### config.mk
export PLATFORM = sky130hd
export DESIGN_NAME = cie_entry
export DESIGN_NICKNAME = d
export VERILOG_FILES = /design/src/cie_pkg.sv /design/src/cie_entry.sv /design/src/cie_ack_cycle.sv
export VERILOG_INCLUDE_DIRS = /design/src /design/src/src
export SDC_FILE = /design/constraint.sdc
export NUM_CORES = 1
export LEC_CHECK = 0
export BUFFER_PORTS_ARGS = -buffer_cell sky130_fd_sc_hd__buf_4
export CAP_MARGIN = 5
export CORE_ASPECT_RATIO = 0.6
export CORE_UTILIZATION = 45
export CTS_CLUSTER_SIZE = 8
export DETAILED_ROUTE_END_ITERATION = 12
export MAX_ROUTING_LAYER = met4
export PLACE_DENSITY = 0.72
export SYNTH_ARGS = -nofsm -noshare
export SYNTH_HDL_FRONTEND = slang
export SYNTH_SLANG_ARGS = --single-unit
### constraint.sdc
create_clock -name core_clk -period 4.9 [get_ports core_clk]
set_input_delay 0.49 -clock core_clk [delete_from_list [all_inputs] [get_ports core_clk]]
set_output_delay 0.49 -clock core_clk [all_outputs]
set_load 0.05 [all_outputs]
### src/cie_map.svh
// Summary of operation
// - Vector table: 256 entries at 0..3FFH
// - Entry holds two words loaded into CS/IP
// - Rising edge of async request raises NMI
// - NMI taken after instruction, vector 2
// - NMI pushes flags, clears IF/TF, loads vector
// - Maskable ignored when IF clear; CLEAR_IRQ_ENABLE_INSTR clears
// - Maskable request level, synchronised on clock
// - Maskable entry runs two acknowledge cycles
// - First cycle floats bus, acknowledge T2-T4
// - Minimum mode: no hold until sequence ends
// - Maximum mode: lock T2 first to T2 second
// - Vector byte times four gives entry offset
// - Push flags, clear IF/TF, push CS, IP
// - Priority: software, NMI, then maskable/step
// - Any entry disables maskable and step
// - Entry lasts 61/50/51/52/53 clocks per class
// - Only at boundaries; saves CS, IP, flags
`ifndef CIE_MAP_SVH
`define CIE_MAP_SVH

// Vector table bounds and fixed vectors
`define CIE_VEC_TABLE_LAST 20'h0_03ff
`define CIE_VEC_STEP 8'h01
`define CIE_VEC_NMI 8'h02
`define CIE_VEC_BRK 8'h03
`define CIE_VEC_OVF 8'h04
// Offset of code segment word inside an entry
`define CIE_VEC_CS_OFS 20'h0_0002

// Flag bit positions and reset value
`define CIE_FLAG_TF_BIT 8
`define CIE_FLAG_IF_BIT 9
`define CIE_FLAGS_RST 16'h0002

// Stack step per push
`define CIE_PUSH_STEP 16'h0002

// Processing clocks per class, counted from recognition
`define CIE_CLK_MASKABLE 7'h3d
`define CIE_CLK_NMI 7'h32
`define CIE_CLK_STEP 7'h32
`define CIE_CLK_SW_VEC 7'h33
`define CIE_CLK_SW_BRK 7'h34
`define CIE_CLK_SW_OVF 7'h35

// Register port map
`define CIE_REG_CTRL 4'h0
`define CIE_REG_STATUS 4'h4
`define CIE_CTRL_MAXMODE_BIT 0
`define CIE_CTRL_RST 1'h0
`define CIE_STAT_BUSY_BIT 0
`define CIE_STAT_NMIPEND_BIT 1
`define CIE_STAT_IRQLVL_BIT 2
`define CIE_STAT_VEC_LSB 8

`endif

### src/cie_pkg.sv
package cie_pkg;

  // Entry sequencer states
  typedef enum logic [8:0] {
    ST_IDLE    = 9'b0_0000_0001,
    ST_ACK1    = 9'b0_0000_0010,
    ST_ACK2    = 9'b0_0000_0100,
    ST_PUSH_F  = 9'b0_0000_1000,
    ST_PUSH_CS = 9'b0_0001_0000,
    ST_PUSH_IP = 9'b0_0010_0000,
    ST_RD_IP   = 9'b0_0100_0000,
    ST_RD_CS   = 9'b0_1000_0000,
    ST_FINISH  = 9'b1_0000_0000
  } cie_state_e;

  // Acknowledge bus cycle T-states
  typedef enum logic [4:0] {
    TS_IDLE = 5'b0_0001,
    TS_T1   = 5'b0_0010,
    TS_T2   = 5'b0_0100,
    TS_T3   = 5'b0_1000,
    TS_T4   = 5'b1_0000
  } cie_tstate_e;

  // Kind of software interrupt reported by the core
  typedef enum logic [1:0] {
    SW_VECTOR   = 2'h0,
    SW_BREAK    = 2'h1,
    SW_OVERFLOW = 2'h2
  } cie_sw_e;

endpackage

### src/cie_entry.sv
`timescale 1ns/10ps
`include "cie_map.svh"
module cie_entry (
  // Clock and reset
  input wire logic core_clk,
  input wire logic rst_n,
  // Register port
  input wire logic [3:0] reg_addr,
  input wire logic [31:0] reg_wdata,
  input wire logic reg_wr,
  input wire logic reg_rd,
  output logic [31:0] reg_rdata,
  // Core sequencing
  input wire logic instr_boundary,
  input wire logic clear_irq_enable_instr,
  input wire logic flags_load,
  input wire logic [15:0] flags_in,
  input wire logic sw_int_req,
  input wire cie_pkg::cie_sw_e sw_int_kind,
  input wire logic [7:0] sw_int_type,
  input wire logic [15:0] cs_in,
  input wire logic [15:0] ip_in,
  input wire logic [15:0] ss_in,
  input wire logic [15:0] sp_in,
  // Results to core
  output logic entry_busy,
  output logic entry_done,
  output logic [15:0] flags_out,
  output logic [15:0] new_cs,
  output logic [15:0] new_ip,
  output logic [15:0] new_sp,
  // Pins
  input wire logic nmi_pin,
  input wire logic maskable_request_in,
  input wire logic hold_req_pin,
  input wire logic [15:0] ad_in,
  output logic irq_acknowledge_out,
  output logic ad_float,
  output logic bus_lock,
  output logic hold_ack,
  // Memory port
  output logic mem_req,
  output logic mem_we,
  output logic [19:0] mem_addr,
  output logic [15:0] mem_wdata,
  input wire logic [15:0] mem_rdata,
  input wire logic mem_done
);
  import cie_pkg::*;

  // Pin synchronisers, two stages each
  logic [10:0] sync1_reg;
  logic [10:0] sync2_reg;
  logic nmi_prev_reg; // Last synced NMI level
  logic nmi_pend_reg; // Latched NMI edge
  // Control and status registers
  logic max_mode_reg;
  logic [31:0] rdata_reg;
  // Sequencer
  cie_state_e state_reg;
  cie_state_e state_next;
  logic [6:0] cyc_reg; // Clocks since recognition
  logic [6:0] target_reg; // Last clock of this entry
  logic [7:0] vec_reg; // Selected vector type
  logic [15:0] flags_reg;
  logic [15:0] code_seg_reg;
  logic [15:0] instr_pointer_reg;
  logic [15:0] stack_ptr_reg;
  logic [15:0] ss_reg;
  logic busy_reg;
  logic done_reg;
  // Bus side outputs
  logic float_reg;
  logic lock_reg;
  logic hold_ack_reg;
  logic mem_req_reg;
  logic mem_we_reg;
  logic [19:0] mem_addr_reg;
  logic [15:0] mem_wdata_reg;
  // Acknowledge cycle engine
  cie_tstate_e ts;
  logic ack_pulse;
  logic ack_start;

  // Synced pin views
  wire nmi_sync = sync2_reg[0];
  wire irq_sync = sync2_reg[1];
  wire hold_sync = sync2_reg[2];
  wire [7:0] ad_sync = sync2_reg[10:3];

  wire nmi_rise = nmi_sync && !nmi_prev_reg;

  wire idle = (state_reg == ST_IDLE);
  wire bnd = idle && instr_boundary;
  wire take_sw = bnd && sw_int_req;
  wire take_nmi = bnd && !sw_int_req && nmi_pend_reg;
  wire take_mask = bnd && !sw_int_req && !nmi_pend_reg && irq_sync && flags_reg[`CIE_FLAG_IF_BIT];
  wire take_step = bnd && !sw_int_req && !nmi_pend_reg && !take_mask && flags_reg[`CIE_FLAG_TF_BIT];
  wire take_any = take_sw || take_nmi || take_mask || take_step;

  // Vector chosen at recognition; maskable gets its type later
  wire [7:0] sw_vec = (sw_int_kind == SW_BREAK) ? `CIE_VEC_BRK :
                      (sw_int_kind == SW_OVERFLOW) ? `CIE_VEC_OVF : sw_int_type;
  wire [7:0] take_vec = take_sw ? sw_vec : (take_nmi ? `CIE_VEC_NMI : `CIE_VEC_STEP);

  wire [6:0] sw_clk = (sw_int_kind == SW_BREAK) ? `CIE_CLK_SW_BRK :
                      (sw_int_kind == SW_OVERFLOW) ? `CIE_CLK_SW_OVF : `CIE_CLK_SW_VEC;
  wire [6:0] take_clk = take_sw ? sw_clk : take_nmi ? `CIE_CLK_NMI :
                        take_mask ? `CIE_CLK_MASKABLE : `CIE_CLK_STEP;

  // Memory operation handshake
  wire mem_state = (state_reg == ST_PUSH_F) || (state_reg == ST_PUSH_CS) || (state_reg == ST_PUSH_IP) ||
                   (state_reg == ST_RD_IP) || (state_reg == ST_RD_CS);
  wire mem_issue = mem_state && !mem_req_reg;
  wire mem_fin = mem_state && mem_req_reg && mem_done;
  wire is_push = (state_reg == ST_PUSH_F) || (state_reg == ST_PUSH_CS) || (state_reg == ST_PUSH_IP);

  // Stack address after the decrement
  wire [15:0] sp_dec = stack_ptr_reg - `CIE_PUSH_STEP;
  wire [19:0] push_addr = {ss_reg, 4'h0} + {4'h0, sp_dec};
  wire [19:0] entry_addr = {10'h000, vec_reg, 2'b00};
  // IP low word, CS high word
  wire [19:0] rd_addr = (state_reg == ST_RD_CS) ? (entry_addr + `CIE_VEC_CS_OFS) : entry_addr;
  wire [15:0] push_data = (state_reg == ST_PUSH_F) ? flags_reg :
                          (state_reg == ST_PUSH_CS) ? code_seg_reg : instr_pointer_reg;

  // Two acknowledge cycles back to back
  assign ack_start = ((state_reg == ST_ACK1) || (state_reg == ST_ACK2)) && (ts == TS_IDLE);
  wire ack_last = (ts == TS_T4);

  // Entry end once the class length is reached
  wire finish_now = (state_reg == ST_FINISH) && (cyc_reg >= target_reg);

  // Register decode
  wire ctrl_hit = (reg_addr == `CIE_REG_CTRL);
  wire stat_hit = (reg_addr == `CIE_REG_STATUS);
  wire [31:0] ctrl_val = {31'h0000_0000, max_mode_reg};
  wire [31:0] stat_val = {16'h0000, vec_reg, 5'h00, irq_sync, nmi_pend_reg, busy_reg};
  wire [31:0] rd_val = ctrl_hit ? ctrl_val : (stat_hit ? stat_val : 32'h0000_0000);

  // Acknowledge cycle engine instance
  cie_ack_cycle u_ack (
    .core_clk(core_clk),
    .rst_n(rst_n),
    .start(ack_start),
    .tstate(ts),
    .ack(ack_pulse)
  );

  // Sequencer next state
  always_comb begin
    state_next = state_reg;
    unique case (state_reg)
      ST_IDLE: begin
        // Maskable goes through the bus handshake first
        if (take_mask) begin
          state_next = ST_ACK1;
        end else if (take_any) begin
          state_next = ST_PUSH_F;
        end
      end
      // Handshake states leave at T4
      ST_ACK1: state_next = ack_last ? ST_ACK2 : ST_ACK1;
      ST_ACK2: state_next = ack_last ? ST_PUSH_F : ST_ACK2;
      // Memory states advance on completion
      ST_PUSH_F: state_next = mem_fin ? ST_PUSH_CS : ST_PUSH_F;
      ST_PUSH_CS: state_next = mem_fin ? ST_PUSH_IP : ST_PUSH_CS;
      ST_PUSH_IP: state_next = mem_fin ? ST_RD_IP : ST_PUSH_IP;
      ST_RD_IP: state_next = mem_fin ? ST_RD_CS : ST_RD_IP;
      ST_RD_CS: state_next = mem_fin ? ST_FINISH : ST_RD_CS;
      // Wait out the class length
      ST_FINISH: state_next = finish_now ? ST_IDLE : ST_FINISH;
      default: state_next = ST_IDLE;
    endcase
  end

  // Handshake sequence running next cycle
  wire ack_seq_next = (state_next == ST_ACK1) || (state_next == ST_ACK2);

  // Pin synchronisers
  always_ff @(posedge core_clk or negedge rst_n) begin
    if (!rst_n) begin
      sync1_reg <= 11'h000;
      sync2_reg <= 11'h000;
    end else begin
      sync1_reg <= {ad_in[7:0], hold_req_pin, maskable_request_in, nmi_pin};
      sync2_reg <= sync1_reg;
    end
  end

  // NMI edge latch
  always_ff @(posedge core_clk or negedge rst_n) begin
    if (!rst_n) begin
      nmi_prev_reg <= 1'b0;
      nmi_pend_reg <= 1'b0;
    end else begin
      nmi_prev_reg <= nmi_sync;
      if (nmi_rise) begin
        nmi_pend_reg <= 1'b1;
      end else if (take_nmi) begin
        nmi_pend_reg <= 1'b0;
      end
    end
  end

  // Control register and read data
  always_ff @(posedge core_clk or negedge rst_n) begin
    if (!rst_n) begin
      max_mode_reg <= `CIE_CTRL_RST;
      rdata_reg <= 32'h0000_0000;
    end else begin
      if (reg_wr && ctrl_hit) begin
        max_mode_reg <= reg_wdata[`CIE_CTRL_MAXMODE_BIT];
      end
      rdata_reg <= reg_rd ? rd_val : 32'h0000_0000;
    end
  end

  // Sequencer, counters and captured context
  always_ff @(posedge core_clk or negedge rst_n) begin
    if (!rst_n) begin
      state_reg <= ST_IDLE;
      cyc_reg <= 7'h00;
      target_reg <= 7'h00;
      vec_reg <= 8'h00;
      ss_reg <= 16'h0000;
      busy_reg <= 1'b0;
      done_reg <= 1'b0;
    end else begin
      state_reg <= state_next;
      done_reg <= finish_now;
      busy_reg <= (state_next != ST_IDLE);
      // Count clocks from recognition
      if (take_any) begin
        cyc_reg <= 7'h01;
        target_reg <= take_clk - 7'h01;
        vec_reg <= take_vec;
        ss_reg <= ss_in;
      end else if (!idle) begin
        cyc_reg <= cyc_reg + 7'h01;
      end
      // Vector byte at T4 of second cycle
      if ((state_reg == ST_ACK2) && ack_last) begin
        vec_reg <= ad_sync;
      end
    end
  end

  // Flags, CS, IP and stack pointer
  always_ff @(posedge core_clk or negedge rst_n) begin
    if (!rst_n) begin
      flags_reg <= `CIE_FLAGS_RST;
      code_seg_reg <= 16'h0000;
      instr_pointer_reg <= 16'h0000;
      stack_ptr_reg <= 16'h0000;
    end else begin
      // Core updates in any state
      if (flags_load) begin
        flags_reg <= flags_in;
      end
      if (clear_irq_enable_instr) begin
        flags_reg[`CIE_FLAG_IF_BIT] <= 1'b0;
      end
      // Any entry clears IF and TF
      if ((state_reg == ST_PUSH_F) && mem_fin) begin
        flags_reg[`CIE_FLAG_IF_BIT] <= 1'b0;
        flags_reg[`CIE_FLAG_TF_BIT] <= 1'b0;
      end
      // Capture return linkage
      if (take_any) begin
        code_seg_reg <= cs_in;
        instr_pointer_reg <= ip_in;
        stack_ptr_reg <= sp_in;
      end
      // Each push lowers SP by two
      if (mem_issue && is_push) begin
        stack_ptr_reg <= sp_dec;
      end
      if ((state_reg == ST_RD_IP) && mem_fin) begin
        instr_pointer_reg <= mem_rdata;
      end
      if ((state_reg == ST_RD_CS) && mem_fin) begin
        code_seg_reg <= mem_rdata;
      end
    end
  end

  // Memory request port
  always_ff @(posedge core_clk or negedge rst_n) begin
    if (!rst_n) begin
      mem_req_reg <= 1'b0;
      mem_we_reg <= 1'b0;
      mem_addr_reg <= 20'h0_0000;
      mem_wdata_reg <= 16'h0000;
    end else begin
      if (mem_issue) begin
        mem_req_reg <= 1'b1;
        mem_we_reg <= is_push;
        mem_addr_reg <= is_push ? push_addr : rd_addr;
        mem_wdata_reg <= is_push ? push_data : 16'h0000;
      end else if (mem_fin) begin
        mem_req_reg <= 1'b0;
        mem_we_reg <= 1'b0;
      end
    end
  end

  // Bus float, lock and hold arbitration
  always_ff @(posedge core_clk or negedge rst_n) begin
    if (!rst_n) begin
      float_reg <= 1'b0;
      lock_reg <= 1'b0;
      hold_ack_reg <= 1'b0;
    end else begin
      float_reg <= ack_seq_next;
      // Lock from first T2 to second T2
      if (max_mode_reg && (state_reg == ST_ACK1) && (ts == TS_T1)) begin
        lock_reg <= 1'b1;
      end else if ((state_reg == ST_ACK2) && (ts == TS_T1)) begin
        lock_reg <= 1'b0;
      end
      hold_ack_reg <= !max_mode_reg && hold_sync && !ack_seq_next;
    end
  end

  // Outputs straight from flops
  assign reg_rdata = rdata_reg;
  assign entry_busy = busy_reg;
  assign entry_done = done_reg;
  assign flags_out = flags_reg;
  assign new_cs = code_seg_reg;
  assign new_ip = instr_pointer_reg;
  assign new_sp = stack_ptr_reg;
  assign irq_acknowledge_out = ack_pulse;
  assign ad_float = float_reg;
  assign bus_lock = lock_reg;
  assign hold_ack = hold_ack_reg;
  assign mem_req = mem_req_reg;
  assign mem_we = mem_we_reg;
  assign mem_addr = mem_addr_reg;
  assign mem_wdata = mem_wdata_reg;
endmodule

### src/cie_ack_cycle.sv
`timescale 1ns/10ps
module cie_ack_cycle (
  // Clock and reset
  input wire logic core_clk,
  input wire logic rst_n,
  // Control
  input wire logic start,
  // Cycle state
  output cie_pkg::cie_tstate_e tstate,
  output logic ack
);
  import cie_pkg::*;

  // Current T-state and registered acknowledge
  cie_tstate_e ts_reg;
  cie_tstate_e ts_next;
  logic ack_reg;
  logic ack_next;

  // T-state walk T1..T4, then idle
  always_comb begin
    unique case (ts_reg)
      TS_IDLE: ts_next = start ? TS_T1 : TS_IDLE;
      TS_T1: ts_next = TS_T2;
      TS_T2: ts_next = TS_T3;
      TS_T3: ts_next = TS_T4;
      TS_T4: ts_next = TS_IDLE;
      default: ts_next = TS_IDLE;
    endcase
  end

  assign ack_next = (ts_next == TS_T2) || (ts_next == TS_T3) || (ts_next == TS_T4);

  // State and acknowledge flops
  always_ff @(posedge core_clk or negedge rst_n) begin
    if (!rst_n) begin
      ts_reg <= TS_IDLE;
      ack_reg <= 1'b0;
    end else begin
      ts_reg <= ts_next;
      ack_reg <= ack_next;
    end
  end

  assign tstate = ts_reg;
  assign ack = ack_reg;
endmodule

==> flow_summary.yaml <==
run_status:
  status: "completed"
grt:
  grt_max_degree: 105
  grt_pass1_wl_um: 42400
  grt_antenna_before_repair: 1
  grt_pass1_vias: 7723
  grt.overflow.total: 0
  grt_usage: 0.263
place:
  io_buffers: 249
  gp_congestion: 0.970
  dpl_worst_slack_ns: 1.21
  dp.final_hpwl_um: 19600
  dp.cells: 1478
synth:
  yosysTopAreaCell: "dfrtp_1"
  synth_async_sr_flop_share: 1.00
  synth_edf_count: 0
  synth_seq_area_share: 0.515
  yosysUniqueCellTypes: 69
  syn_area_um2: 9490
  synth_seq_cells: 195
  syn_inst: 996
  ys_warn_count: 0
  synth_flop_cell: "dfrtp_1"
  yosys.area.top_type_share: 0.506
  synthTopCellsByArea: "dfrtp_1 (51%), nand2_1 (8.7%), nor2_1 (3.4%)"
  synth_area_per_cell_um2: 9.53
pwr:
  netSwitchingFraction: 0.481
  p_clk_frac: 0.177
  power_leakage_nw: 6.00
  power_density_nw_per_um2: 673
  seqPwrFrac: 0.320
  ir_worst_vdd_uv: 378
  p_int_mw: 4.21
  power.switching_mw: 3.90
  p_comb_frac: 0.503
drt:
  wl_um: 27100
  vias: 8067
  drc: 0
  first_pass_iters: 6
  vias_per_cell: 5.34
  ant_nets: 0
  drtIter0Drc: 818
  wl_per_cell_um: 17.9
sta:
  rsz0062_at_grt: "no"
  fmax_mhz: 264
  period_share: 0.774
  hold_viol: 0
  finalCriticalPeriod_ns: 3.79
  slew_headroom: 0.220
  fin_skew_ns: 0.0111
  drv_slew: 0
  fin_hold_ws_ns: 0.155
  setup_viol: 0
  worst_pin_slew_ns: 1.17
  timing.final.ws_setup_ns: 1.11
  fin_tns_setup_ns: 0
setup_path:
  start_kind: "flop"
  cp_data_required_time_ns: 5.20
  cp-end-kind: "flop"
  cp_max_fo: 8
  crit_chain: "inv_1 -> ha_1 -> or4b_4 -> or3_1 -> nor2_1 -> xor2_1 -> ha_1 -> o21ai_0 -> a21oi_1 -> a32oi_1 -> a21boi_0 -> xnor2_1 -> o21ai_1"
  cp_slowest_cell: "or3_1"
  crit_arrival_ns: 4.09
  critPathMostFrequentCell: "ha_1"
  max_stage_delay_ns: 0.54
  path_class: "flop to flop"
cts:
  post_cts_buffers: 0
  numCtsBuffers: 17
  cts_root_buffer: "clkbuf_16"
  cts.htree.levels: 4
  cts_buffer_depth: 2
  clock_latency_ns: 0.44
  ctsHoldBuffers: 0
  cts_tree: "done"
  clk_pin_slew_ns: 0.07
  post_cts_resized: 0
  cts_sinks: 195
die:
  chipWidth_um: 189
  die_height_um: 114
  fp-row-count: 40
  floorplan.initialDensity: 0.467
  core_um2: 20300
  pin_count: 310
  die_area_um2: 21700
cells_and_area:
  area_growth_pct: 27.1
  nets: 1419
  drive_gt1_frac: 0.265
  fin_cells: 1511
  largest_reg_flops: 20
min_path:
  hold_class: "input pin to flop"
job:
  max_cap_viol_count: 0
==> worst paths after layout <==
kind | startpoint | to | slack [ns] | cells past startpoint
worst max-delay path | new_sp[1] | mem_addr[17] | 1.11 | 13
max in group asynchronous | rst_n | new_ip[3] | 3.59 | 2
min in group asynchronous | rst_n | ss_reg[3] | 0.16 | 1
worst min-delay path | ad_in[5] | sync1_reg[8] | 0.15 | 1
worst min register to register | sync1_reg[4] | sync2_reg[4] | 0.35 | 0
worst max register to register | new_sp[1] | mem_addr[17] | 1.11 | 13
==> worst max-delay path: cells and delay by family (launching register included) <==
| kind | cells | cell delay, ns |
|---|---|---|
| simple gates | 3 | 1.28 |
| compound gates | 5 | 1.01 |
| fa+ha+maj | 2 | 0.59 |
| flops | 1 | 0.45 |
| xor+xnor | 2 | 0.24 |
| buf+inv | 1 | 0.09 |
==> per-stage QoR <==
step / cell area [µm²] / util / power [mW]
2_1_floorplan: 9560 / - / 5.38
3_3_place_gp: 11500 / 0.564 / 6.58
4_1_cts: 12100 / 0.593 / 8.11
5_1_grt: 12100 / 0.593 / 8.58
6_report: 12100 / 0.593 / 8.11
3_5_place_dp: 11500 / 0.564 / 6.66
==> area by class of cell <==
cell class                 instances  area [µm²]
inverter                          23        86.3
tap                              273         342
clock buffer                      20         457
sequential                       195        4880
antenna                            1        2.50
multi-input combinational        731        4210
fill                            1849        8260
timing repair buffer             256        1930
clock inverter                    12         146
==> power by group through the flow <==
stage	clock network [mW]	logic, mW	registers, mW
final	1.43	4.08	2.60
after global routing	1.52	4.40	2.66
after CTS	1.46	4.07	2.58
after detailed placement	0	4.06	2.61
after global placement	0	3.99	2.59
after floorplan	0	1.73	3.66
==> layout by cell type (no fill, tap or decap), types with 6 or more instances in the layout <==
cell type,synthesis,routed
xnor2_1,11,11
a22oi_1,18,18
ha_1,24,24
nand2b_1,6,6
nor3_1,14,14
o21ai_1,41,41
buf_4,22,255
a21o_1,8,8
nand3_1,21,21
a31oi_1,34,34
a21oi_1,28,28
xor2_1,21,21
clkbuf_16,0,17
conb_1,1,21
or3_1,6,6
nor2_1,85,83
nand4_1,8,8
dfrtp_1,192,192
nand2_1,221,221
nor2b_1,6,6
mux2i_1,21,21
inv_1,23,23
and2_1,10,10
o21ai_0,41,41
mux2_2,15,15
==> routing by layer <==
metal,up-vias,wire [µm],track usage
met4,0,380,0.0677
met5,-,0,-
met1,3891,13100,0.390
met2,313,11600,0.363
li1,3834,-,-
met3,29,2010,0.0561
==> cells in the mapped netlist, types with 3 or more instances <==
master	instances
nand2_1	221
dfrtp_1	192
nor2_1	85
o21ai_0	41
o21ai_1	41
a31oi_1	34
a21oi_1	28
ha_1	24
inv_1	23
buf_4	22
mux2i_1	21
nand3_1	21
xor2_1	21
buf_2	20
clkbuf_1	19
a22oi_1	18
mux2_2	15
nor3_1	14
xnor2_1	11
and2_1	10
a21o_1	8
nand4_1	8
nand2b_1	6
nor2b_1	6
or3_1	6
a32oi_1	4
and3_1	4
and3b_1	4
nand3b_1	4
nor3_2	4
nor3_4	4
nor4_1	4
o211ai_1	4
buf_6	3
dfstp_2	3
nor3b_1	3
o2111ai_1	3
==> cells by family (layout without fill, tap and decap cells) <==
logic type	after synthesis	after routing	synth area share
simple gates	419	419	0.205
compound gates	197	197	0.125
flops	195	195	0.515
buf+inv	90	311	0.0504
mux	36	36	0.0400
xor+xnor	33	33	0.0313
fa+ha+maj	25	25	0.0338
other cells	1	22	0.000395
No activity file was read; power rests on OpenSTA's default activity.
